### config.mk
export PLATFORM = sky130hd
export DESIGN_NAME = timing_signal_connector_pins
export DESIGN_NICKNAME = d
export VERILOG_FILES = /design/src/pin_mux_pkg.sv /design/src/pulse_stretch.sv /design/src/timing_signal_connector_pins.sv
export SDC_FILE = /design/constraint.sdc
export NUM_CORES = 1
export LEC_CHECK = 0
export ABC_CLOCK_PERIOD_IN_PS = 2800
export BUFFER_PORTS_ARGS = -buffer_cell sky130_fd_sc_hd__buf_2
export CAP_MARGIN = 20
export CELL_PAD_IN_SITES_DETAIL_PLACEMENT = 2
export CELL_PAD_IN_SITES_GLOBAL_PLACEMENT = 2
export CORE_MARGIN = 2
export CORE_UTILIZATION = 34
export DETAILED_ROUTE_END_ITERATION = 16
export GPL_ROUTABILITY_DRIVEN = 0
export GPL_TIMING_DRIVEN = 0
export PLACE_DENSITY = 0.88
export SLEW_MARGIN = 10
export SYNTH_ARGS = -nofsm -noshare
export SYNTH_HDL_FRONTEND = slang
export SYNTH_SLANG_ARGS = --single-unit
### constraint.sdc
create_clock -name clk_i -period 2.8 [get_ports clk_i]
set_input_delay 0.14 -clock clk_i [delete_from_list [all_inputs] [get_ports clk_i]]
set_output_delay 0.14 -clock clk_i [all_outputs]
set_load 0.05 [all_outputs]
### src/pin_mux_pkg.sv
package pin_mux_pkg;
// Notes on behaviour
// - pin 0 feeds routing or analog trigger; as output drives acquisition start trigger.
// - without pretrigger, acquisition start trigger rises at sequence start.
// - with pretrigger, acquisition start trigger rises when pretrigger conversions begin.
// - pin 1 rises at posttrigger start in pretrigger mode only.
// - pin 2 drives active-low conversion strobe; falling edge per conversion.
// - pin 3 drives the source actually selected for counter 1.
// - pin 4 drives the gate actually selected for counter 1.
// - counter 1 output pin carries counter 1 output directly.
// - pin 5 drives active-low update strobe; falling edge per primary update.
// - pin 7 pulses once per scan, rising edge at scan start.
// - enabled conversion clock gives exactly one pulse per conversion.
// - conversion clock rises when sampled input no longer needed.
// - external strobe changes level only on software command.
// - digital lines 6 and 7 steer counter 0 and counter 1 direction.
// - pins 1 to 9 take input when driver off, drive signal when enabled.
// - any pin may source any timing signal except counter 0 source and gate; drivers enabled one by one.

    localparam int unsigned PIN_COUNT = 10;
    localparam int unsigned ROUTE_COUNT = 8;
    localparam int unsigned SEL_W = 4;
    localparam int unsigned ADDR_W = 8;
    localparam int unsigned DATA_W = 32;

    // source selector code meaning internal source
    localparam logic [3:0] SEL_INTERNAL = 4'hf;

    // register byte offsets
    localparam logic [7:0] OFF_PIN_DRIVE = 8'h00;
    localparam logic [7:0] OFF_MISC = 8'h04;
    localparam logic [7:0] OFF_SOURCE_SEL = 8'h08;
    localparam logic [7:0] OFF_PIN_STATUS = 8'h0c;

    // field positions
    localparam int unsigned MISC_CONV_CLK_EN_BIT = 0;
    localparam int unsigned MISC_STROBE_BIT = 1;
    localparam int unsigned STATUS_DIR_LSB = 16;
    localparam int unsigned STATUS_CONV_CLK_BIT = 20;

    // reset values
    localparam logic [9:0] RST_PIN_DRIVE = 10'h000;
    localparam logic [1:0] RST_MISC = 2'h2;
    localparam logic [31:0] RST_SOURCE_SEL = 32'hffffffff;

    // route slots; slots 0..7 share the index of their output pin
    localparam int unsigned ROUTE_ACQ = 0;
    localparam int unsigned ROUTE_POST = 1;
    localparam int unsigned ROUTE_CONVERT = 2;
    localparam int unsigned ROUTE_CTR1_SRC = 3;
    localparam int unsigned ROUTE_CTR1_GATE = 4;
    localparam int unsigned ROUTE_UPDATE = 5;
    localparam int unsigned ROUTE_WAVE = 6;
    localparam int unsigned ROUTE_SCAN = 7;
    localparam int unsigned PIN_CTR0_SRC = 8;
    localparam int unsigned PIN_CTR0_GATE = 9;

    // timing
    localparam int unsigned CLK_PERIOD_NS = 40;
    localparam int unsigned PULSE_NS = 80;
    localparam int unsigned PULSE_CYC = (PULSE_NS + CLK_PERIOD_NS - 1) / CLK_PERIOD_NS;

endpackage : pin_mux_pkg

### src/pulse_stretch.sv
`timescale 1ns/1ps
module pulse_stretch #(
    parameter int unsigned CYCLES = 2,
    parameter bit IDLE_LEVEL = 1'b0
) (
    // clock and reset
    input wire logic clk_i,
    input wire logic rst_i,
    input wire logic ce_i,
    // event in, shaped level out
    input wire logic fire_i,
    output logic level_o
);
    logic [7:0] count;
    logic [7:0] next_count;
    logic next_level;

    if (CYCLES < 1 || CYCLES > 255) begin : g_check
        $error("pulse_stretch: CYCLES out of range");
    end

    // a new event restarts the pulse
    always_comb begin
        if (fire_i) begin
            next_count = 8'(CYCLES);
        end else if (count != 8'h00) begin
            next_count = count - 8'h01;
        end else begin
            next_count = 8'h00;
        end
        next_level = (next_count != 8'h00) ? ~IDLE_LEVEL : IDLE_LEVEL;
    end

    always_ff @(posedge clk_i) begin
        if (rst_i) begin
            count <= 8'h00;
            level_o <= IDLE_LEVEL;
        end else if (ce_i) begin
            count <= next_count;
            level_o <= next_level;
        end
    end
endmodule : pulse_stretch

### src/timing_signal_connector_pins.sv
// Implementation choices: the APB slave port and the register offsets.
`timescale 1ns/1ps
module timing_signal_connector_pins
    import pin_mux_pkg::*;
#(
    parameter int unsigned STROBE_CYCLES = pin_mux_pkg::PULSE_CYC
) (
    // clock, reset, enable
    input wire logic clk_i,
    input wire logic rst_i,
    input wire logic ce_i,
    // apb slave
    input wire logic [pin_mux_pkg::ADDR_W-1:0] paddr_i,
    input wire logic psel_i,
    input wire logic penable_i,
    input wire logic pwrite_i,
    input wire logic [pin_mux_pkg::DATA_W-1:0] pwdata_i,
    input wire logic [3:0] pstrb_i,
    output logic [pin_mux_pkg::DATA_W-1:0] prdata_o,
    output logic pready_o,
    output logic pslverr_o,
    // function pins
    input wire logic [pin_mux_pkg::PIN_COUNT-1:0] function_pin_i,
    output logic [pin_mux_pkg::PIN_COUNT-1:0] function_pin_o,
    output logic [pin_mux_pkg::PIN_COUNT-1:0] function_pin_oe_o,
    // digital lines 6 and 7
    input wire logic [7:6] digital_line_i,
    // fixed connector outputs
    output logic counter1_output_o,
    output logic conversion_clock_out_o,
    output logic conversion_clock_oe_o,
    output logic external_strobe_n_o,
    // timing engine events
    input wire logic acq_begin_i,
    input wire logic post_begin_i,
    input wire logic pretrigger_mode_i,
    input wire logic convert_i,
    input wire logic sample_done_i,
    input wire logic update_i,
    input wire logic waveform_begin_i,
    input wire logic scan_begin_i,
    // counter signals from the engine
    input wire logic counter1_source_i,
    input wire logic counter1_gate_i,
    input wire logic counter1_out_i,
    input wire logic counter0_source_i,
    input wire logic counter0_gate_i,
    // routed inputs to the engine
    output logic [pin_mux_pkg::ROUTE_COUNT-1:0] route_ext_o,
    output logic [pin_mux_pkg::ROUTE_COUNT-1:0] route_ext_sel_o,
    output logic analog_trig_src_o,
    output logic counter0_up_o,
    output logic counter1_up_o
);
    import pin_mux_pkg::*;

    if (STROBE_CYCLES < 1 || STROBE_CYCLES > 255) begin : g_check
        $error("timing_signal_connector_pins: STROBE_CYCLES out of range");
    end

    // selector that names a real pin
    function automatic logic sel_is_pin(input logic [3:0] sel);
        sel_is_pin = (sel < 4'(PIN_COUNT));
    endfunction : sel_is_pin

    // level of the pin a selector names, low if none
    function automatic logic pin_pick(input logic [PIN_COUNT-1:0] pins, input logic [3:0] sel);
        pin_pick = 1'b0;
        for (int unsigned i = 0; i < PIN_COUNT; i++) begin
            if (sel == 4'(i)) begin
                pin_pick = pins[i];
            end
        end
    endfunction : pin_pick

    // byte-lane merge of a write
    function automatic logic [31:0] merge(input logic [31:0] old, input logic [31:0] wdata,
                                          input logic [3:0] strb);
        merge = old;
        for (int unsigned b = 0; b < 4; b++) begin
            if (strb[b]) begin
                merge[b*8 +: 8] = wdata[b*8 +: 8];
            end
        end
    endfunction : merge

    // ---------------- input synchronisers ----------------
    logic [PIN_COUNT-1:0] pin_meta;
    logic [PIN_COUNT-1:0] pin_sync;
    logic [7:6] dio_meta;
    logic [7:6] dio_sync;

    always_ff @(posedge clk_i) begin
        if (rst_i) begin
            pin_meta <= '0;
            pin_sync <= '0;
            dio_meta <= '0;
            dio_sync <= '0;
        end else if (ce_i) begin
            pin_meta <= function_pin_i;
            pin_sync <= pin_meta;
            dio_meta <= digital_line_i;
            dio_sync <= dio_meta;
        end
    end

    assign analog_trig_src_o = pin_sync[0];
    assign counter0_up_o = dio_sync[6];
    assign counter1_up_o = dio_sync[7];

    // ---------------- registers and apb ----------------
    logic [PIN_COUNT-1:0] pin_drive;
    logic [1:0] misc;
    logic [31:0] source_sel;
    logic conv_clk;
    logic [PIN_COUNT-1:0] next_pin_drive;
    logic [1:0] next_misc;
    logic [31:0] next_source_sel;
    logic [31:0] next_prdata;
    logic next_pready;
    logic next_pslverr;
    logic [31:0] rd_word;
    logic hit;
    logic commit;
    logic [31:0] wr_word;

    always_comb begin
        hit = 1'b1;
        case (paddr_i)
            OFF_PIN_DRIVE: rd_word = {22'h0, pin_drive};
            OFF_MISC: rd_word = {30'h0, misc};
            OFF_SOURCE_SEL: rd_word = source_sel;
            OFF_PIN_STATUS: begin
                rd_word = {22'h0, pin_sync};
                rd_word[STATUS_DIR_LSB +: 2] = dio_sync;
                rd_word[STATUS_CONV_CLK_BIT] = conv_clk;
            end
            default: begin
                rd_word = 32'h0;
                hit = 1'b0;
            end
        endcase
        // one wait cycle: answer prepared in the first access cycle
        next_pready = psel_i & penable_i & ~pready_o;
        next_prdata = next_pready ? rd_word : 32'h0;
        next_pslverr = next_pready & ~hit;
        commit = psel_i & penable_i & pready_o & pwrite_i;
        wr_word = merge(rd_word, pwdata_i, pstrb_i);
        next_pin_drive = pin_drive;
        next_misc = misc;
        next_source_sel = source_sel;
        if (commit) begin
            case (paddr_i)
                OFF_PIN_DRIVE: next_pin_drive = wr_word[PIN_COUNT-1:0];
                OFF_MISC: next_misc = wr_word[1:0];
                OFF_SOURCE_SEL: next_source_sel = wr_word;
                default: next_misc = misc;
            endcase
        end
    end

    always_ff @(posedge clk_i) begin
        if (rst_i) begin
            pin_drive <= RST_PIN_DRIVE;
            misc <= RST_MISC;
            source_sel <= RST_SOURCE_SEL;
            prdata_o <= 32'h0;
            pready_o <= 1'b0;
            pslverr_o <= 1'b0;
        end else if (ce_i) begin
            pin_drive <= next_pin_drive;
            misc <= next_misc;
            source_sel <= next_source_sel;
            prdata_o <= next_prdata;
            pready_o <= next_pready;
            pslverr_o <= next_pslverr;
        end
    end

    // ---------------- routing to the engine ----------------
    logic [ROUTE_COUNT-1:0] next_route_ext;
    logic [ROUTE_COUNT-1:0] next_route_sel;

    always_comb begin
        for (int unsigned k = 0; k < ROUTE_COUNT; k++) begin
            next_route_ext[k] = pin_pick(pin_sync, source_sel[k*SEL_W +: SEL_W]);
            next_route_sel[k] = sel_is_pin(source_sel[k*SEL_W +: SEL_W]);
        end
    end

    always_ff @(posedge clk_i) begin
        if (rst_i) begin
            route_ext_o <= '0;
            route_ext_sel_o <= '0;
        end else if (ce_i) begin
            route_ext_o <= next_route_ext;
            route_ext_sel_o <= next_route_sel;
        end
    end

    // ---------------- shaped timing strobes ----------------
    logic acq_level;
    logic post_level;
    logic convert_n_level;
    logic update_n_level;
    logic wave_level;
    logic scan_level;

    // start of sequence or of pretrigger conversions
    pulse_stretch #(.CYCLES(STROBE_CYCLES), .IDLE_LEVEL(1'b0)) u_acq (
        .clk_i(clk_i), .rst_i(rst_i), .ce_i(ce_i), .fire_i(acq_begin_i), .level_o(acq_level));
    pulse_stretch #(.CYCLES(STROBE_CYCLES), .IDLE_LEVEL(1'b0)) u_post (
        .clk_i(clk_i), .rst_i(rst_i), .ce_i(ce_i), .fire_i(post_begin_i & pretrigger_mode_i),
        .level_o(post_level));
    pulse_stretch #(.CYCLES(STROBE_CYCLES), .IDLE_LEVEL(1'b1)) u_convert (
        .clk_i(clk_i), .rst_i(rst_i), .ce_i(ce_i), .fire_i(convert_i), .level_o(convert_n_level));
    pulse_stretch #(.CYCLES(STROBE_CYCLES), .IDLE_LEVEL(1'b1)) u_update (
        .clk_i(clk_i), .rst_i(rst_i), .ce_i(ce_i), .fire_i(update_i), .level_o(update_n_level));
    pulse_stretch #(.CYCLES(STROBE_CYCLES), .IDLE_LEVEL(1'b0)) u_wave (
        .clk_i(clk_i), .rst_i(rst_i), .ce_i(ce_i), .fire_i(waveform_begin_i), .level_o(wave_level));
    pulse_stretch #(.CYCLES(STROBE_CYCLES), .IDLE_LEVEL(1'b0)) u_scan (
        .clk_i(clk_i), .rst_i(rst_i), .ce_i(ce_i), .fire_i(scan_begin_i), .level_o(scan_level));

    // ---------------- connector pin drive ----------------
    logic [PIN_COUNT-1:0] next_pin_o;
    logic next_conv_clk;
    logic ctr1_src_mirror;
    logic ctr1_gate_mirror;

    always_comb begin
        ctr1_src_mirror = route_ext_sel_o[ROUTE_CTR1_SRC] ? route_ext_o[ROUTE_CTR1_SRC]
                                                           : counter1_source_i;
        ctr1_gate_mirror = route_ext_sel_o[ROUTE_CTR1_GATE] ? route_ext_o[ROUTE_CTR1_GATE]
                                                             : counter1_gate_i;
        next_pin_o = '0;
        next_pin_o[ROUTE_ACQ] = acq_level;
        next_pin_o[ROUTE_POST] = post_level;
        next_pin_o[ROUTE_CONVERT] = convert_n_level;
        next_pin_o[ROUTE_CTR1_SRC] = ctr1_src_mirror;
        next_pin_o[ROUTE_CTR1_GATE] = ctr1_gate_mirror;
        next_pin_o[ROUTE_UPDATE] = update_n_level;
        next_pin_o[ROUTE_WAVE] = wave_level;
        next_pin_o[ROUTE_SCAN] = scan_level;
        next_pin_o[PIN_CTR0_SRC] = counter0_source_i;
        next_pin_o[PIN_CTR0_GATE] = counter0_gate_i;
        // low at conversion, high once sample released
        if (!misc[MISC_CONV_CLK_EN_BIT]) begin
            next_conv_clk = 1'b1;
        end else if (sample_done_i) begin
            next_conv_clk = 1'b1;
        end else if (convert_i) begin
            next_conv_clk = 1'b0;
        end else begin
            next_conv_clk = conv_clk;
        end
    end

    always_ff @(posedge clk_i) begin
        if (rst_i) begin
            function_pin_o <= '0;
            function_pin_oe_o <= '0;
            conv_clk <= 1'b1;
            conversion_clock_oe_o <= 1'b0;
            external_strobe_n_o <= RST_MISC[MISC_STROBE_BIT];
            counter1_output_o <= 1'b0;
        end else if (ce_i) begin
            function_pin_o <= next_pin_o;
            // driver off means pin is an input
            function_pin_oe_o <= pin_drive;
            conv_clk <= next_conv_clk;
            conversion_clock_oe_o <= misc[MISC_CONV_CLK_EN_BIT];
            external_strobe_n_o <= misc[MISC_STROBE_BIT];
            counter1_output_o <= counter1_out_i;
        end
    end

    assign conversion_clock_out_o = conv_clk;

endmodule : timing_signal_connector_pins

Word-level counts from Yosys, hierarchy flattened
Index checks and enable logic that the tools add are counted.

Register bits after elaboration: 196. Output and inout port bits: 77.

Add/sub/neg operators: 6. $lt $le $gt $ge: 8. Equal/unequal tests: 76. Mux-type cells: 110. Bitwise operators: 8. Reduce and logical (&&, ||, !) cells: 26.

Operators with widths (count): 4-bit by 3-bit == test with 1-bit output, second input constant (32); 8-bit 2-to-1 mux (16); 32-bit one-hot mux with 4 select lines (1); 8-bit nonzero test (12); 1-bit 2-to-1 mux (92); 4-bit by 2-bit == test with 1-bit output, second input constant (16); 4-bit == test, second input constant (16); 8-bit by 1-bit subtractor with 8-bit output, second input constant (6); 4-bit by 1-bit == test with 1-bit output, second input constant (8); 4-bit zero test (8); 4-bit less-than comparator, second input constant (8); 32-bit 2-to-1 mux (1); 8-bit by 4-bit == test with 1-bit output, second input constant (2); 3-bit AND reduction (3); 8-bit by 3-bit == test with 1-bit output, second input constant (1); 8-bit zero test (1); 1-bit bitwise AND (6); 4-bit OR reduction (1); 3-bit != test, second input constant (1); 1-bit NOT (2); 2-bit AND reduction (1).

Longest topological paths before layout
Depth in word-level cells: 11. Depth in mapped cells: 8. Gate-level depth less buffers: 7.

Modules after synthesis
A second synthesis with hierarchy kept.

Cells, all modules: 1074. Area, all modules: 9965.8 um^2.

Modules (own cells, without submodules): timing_signal_connector_pins (instances 1, cells an instance 646, area each 6289.8 um^2); pulse_stretch (u_acq ...) (instances 4, cells an instance 72, area each 636.9 um^2); pulse_stretch (u_convert ...) (instances 2, cells an instance 70, area each 564.3 um^2).

Worst setup path after synthesis
No wires, ideal clock.

Path type: register to register. From: register pready_o. To: register prdata_o[21] in the netlist's numbering. Setup time: 65 ps. Arrival: 1891 ps. Required time: 2735 ps. Path slack: 844 ps. Stages on the path, launching flop included: 8. Clock period less this slack: 1956 ps. Cell sequence: dfxtp_1 -> and4b_1 -> clkbuf_1 -> nand3_2 -> nor3b_4 -> buf_4 -> a22oi_1 -> nor2_1.

Cells in the longest elaborated chain, start to end: 3.

Ends and longest elaborated chain: start, declared (line timing_signal_connector_pins.sv:20) `output logic pready_o,`; start signal, assigned (line timing_signal_connector_pins.sv:175) `pready_o <= next_pready;`; 1-bit NOT (line timing_signal_connector_pins.sv:144) `next_pready = psel_i & penable_i & ~pready_o;`; 1-bit bitwise AND (line timing_signal_connector_pins.sv:144); 32-bit 2-to-1 mux (line timing_signal_connector_pins.sv:145) `next_prdata = next_pready ? rd_word : 32'h0;`; end signal, assigned (line timing_signal_connector_pins.sv:174) `prdata_o <= next_prdata;`; end, declared (line timing_signal_connector_pins.sv:19) `output logic [pin_mux_pkg::DATA_W-1:0] prdata_o,`.

No other way between the ends. A chain may end at the register's enable or synchronous reset.

Worst setup path after layout
From: register pready_o. To: register prdata_o[28] in the netlist's numbering.

The elaborated chain is that of the path after synthesis.

==> impl_metrics.yaml <==
status:
  status: "complete, but fails checks"
  violations: "negative hold slack"
finish:
  layout-drive-gt1-share: 0.188
  antenna_cells: 0
  areaGrowthSynthToFinish_pct: 21.3
  stdcell_area_mm2: 0.0114
  nets: 1347
  fillers: 3009
logic_synthesis:
  ys.flop_type: "dfxtp_1"
  synthesis.area_mm2: 0.00938
  syn-num-nets: 1161
  syn_inst: 1074
  seq_area_frac_synth: 0.418
  synth_edf_count: 0
  synthTopCellsByArea: "dfxtp_1 42%, nor2_1 9.0%, mux2i_1 6.5%, a21oi_1 4.4%, mux4_2 4.3%"
  yosysWarningCount: 0
  ys_ff_latch: 196
  yosysUniqueCellTypes: 67
  netlist.area_leader.share: 0.418
  synth.avg_cell_area_um2: 8.73
  synth_top_area_cell: "dfxtp_1"
  async_flop_share: 0
pwr:
  p_leak_nw: 4.60
  cellPowerDensity_mw_per_mm2: 621
  peakVddDrop_v: 0.000398
routing:
  postRouteAntennaNets: 0
  drt_iter0_markers: 706
  wire_per_inst_um: 26.3
  drtPass1Iterations: 5
  post_drt_via_cell_ratio: 6.01
  drt-met1-wl_um: 16600
  wl_met3_um: 2740
  drt_wl_total_um: 42400
  wl_met2_um: 21100
  vias: 9698
  top_layer: "met5"
  drc: 0
worst_setup_path:
  critPathMaxStageDelay_ns: 0.63
  path_delay_family: "simple AND/OR/NAND/NOR gates"
  critical_path_class: "flip-flop to flip-flop"
  required_ns: 3.18
  start_kind: "flip-flop"
  critPathMaxFanout: 10
  path_cells: "and4b_1 -> clkbuf_1 -> nand3_2 -> nor3b_4 -> buf_4 -> a22oi_1 -> nor2_1"
  slowest_stage: "nor3b_4"
  crit_arrival_ns: 3.00
  end_kind: "flip-flop"
  critPathBufInv: 2
place:
  hpwl_um: 28500
  numPortBuffers: 143
  placed_cell_area_mm2: 0.0105
  pre_cts_ws_ns: 0.310
timing:
  hold_violations: 1
  finClkSkew_ns: 0.0130
  worst_slack_ns: 0.179
  hold_ws_ns: -0.00614
  clock.fmax_mhz: 381
  tightest_slew_ns: 1.06
  rsz0062_at_grt: "no"
  slew_viol_final: 0
  setup_violations: 0
  maxSlewHeadroom: 0.292
  timing.setup.tns_ns: 0
  period_share: 0.936
  period_minus_slack_ns: 2.62
global_routing:
  grt_first_pass_wirelength_um: 64000
  grt_pass1_vias: 10500
  antenna_found_initial: 2
  grt_max_degree: 22
  grt_overflow: 0
  track_usage: 0.293
clock_network:
  cts.path.max_buffers: 2
  clkTransAtPathRegs_ns: 0.09
  cts.sinks: 196
  post_cts_resized: 0
  htree_levels: 4
  cts_tree: "yes"
  cts-buffers-inserted: 17
  clockRootBuffer: "clkbuf_16"
  clk_latency_ns: 0.46
  cts_setup_buffers: 0
floorplanning:
  dieWidth_um: 170
  io_pins: 152
  num_rows: 60
  fp.dieH_um: 170
  dieArea_mm2: 0.0289
  core_area_mm2: 0.0270
  start_util: 0.347
hold_path:
  hold_class: "input port to flip-flop"
job:
  drv_cap: 0
## repair_timing
| item | CTS | global route |
|---|---|---|
| hold endpoints to repair | 24 | 0 |
| hold buffers | 24 | 0 |
| setup endpoints to repair | 0 | 0 |
## synthesized netlist by cell type (all sizes together) (7+ instances only)
cell and n:
nand2 38, a211oi 15, mux2i 61, ha 12, a311oi 12, a22oi 33, or3 9, buf 19
a2bb2oi 14, clkbuf 55, mux4 18, nor3 61, nand3 12, o31ai 9, a21oi 84, nor2 224
xnor2 7, mux2 16, dfxtp 196, nand2b 11, inv 17, o22ai 11, nor4 19, nor2b 8
o21ai 34
## final cells by class
| cell class | count | area (um^2) | area share |
|---|---|---|---|
| Buffer | 74 | 313 | 0.0275 |
| Clock buffer | 17 | 425 | 0.0374 |
| Clock inverter | 15 | 190 | 0.0167 |
| Inverter | 17 | 63.8 | 0.00561 |
| Multi-Input combinational cell | 787 | 5080 | 0.446 |
| Sequential cell | 196 | 3920 | 0.345 |
| Tap cell | 341 | 427 | 0.0375 |
| Timing Repair Buffer | 167 | 956 | 0.0840 |
## routing by layer
layer / track usage / up-vias
li1: - / 4264
met5: 0 / -
met1: 0.340 / 4857
met3: 0.0593 / 144
met4: 0.140 / 2
met2: 0.516 / 431
## power by group
| part | internal [W] | switching [W] |
|---|---|---|
| logic | 0.000514 | 0.000937 |
| registers | 0.00290 | 0.000147 |
| clock network | 0.00121 | 0.00135 |
| total | 0.00463 | 0.00244 |
## per-stage QoR
step | util | total power, W | instances
after floorplan | - | 0.00402 | 1074
after global placement | 0.389 | 0.00441 | 1558
after detailed placement | 0.389 | 0.00449 | 1558
after CTS | 0.421 | 0.00706 | 1614
after global routing | 0.421 | 0.00734 | 1614
final | 0.421 | 0.00707 | 1614
## registers in the layout (all words and copies together) (netlist names), 2 cells and up
signal and flops:
prdata_o 32, source_sel 32, function_pin_o 10, function_pin_oe_o 10, pin_drive 10, pin_meta 10, pin_sync 10, route_ext_o 8
route_ext_sel_o 8, u_acq.count 8, u_convert.count 8, u_post.count 8, u_scan.count 8, u_update.count 8, u_wave.count 8, dio_meta 2
dio_sync 2, misc 2
## worst min-delay path: cells and delay by family
kind	cells	cell delay, ns
buffers and inverters	1	0.08
AOI/OAI and AO/OA	1	0.14
and+or+nand+nor	1	0.05
## cells by family after synthesis
kind of cell	after synthesis	synth area share
mux	95	0.128
simple gates	430	0.223
flops	196	0.418
fa+ha+maj	12	0.0160
xor+xnor	11	0.0103
compound gates	239	0.164
buf+inv	91	0.0402
## cells in the final DEF (no fill, tap or decap), drive strengths merged, types with 33 or more instances in the layout
cell type,synthesis,routed
nor2,224,224
mux2i,61,61
nand2,38,38
a22oi,33,33
clkbuf,55,72
dfxtp,196,196
a21oi,84,84
buf,19,162
o21ai,34,34
nor3,61,61
## worst paths after layout
path,from,to,slack (ns),cells past startpoint
worst max-delay path,pready_o$_SDFFE_PP0P_,prdata_o[28]$_SDFFE_PP0P_,0.18,7
worst min-delay path,pwdata_i[28],source_sel[28]$_SDFFE_PP1P_,-0.006,3
worst max register to register,pready_o$_SDFFE_PP0P_,prdata_o[28]$_SDFFE_PP0P_,0.18,7
worst min register to register,prdata_o[0]$_SDFFE_PP0P_,prdata_o[0]$_SDFFE_PP0P_,0.49,2
(Power assumes the default switching activity.)
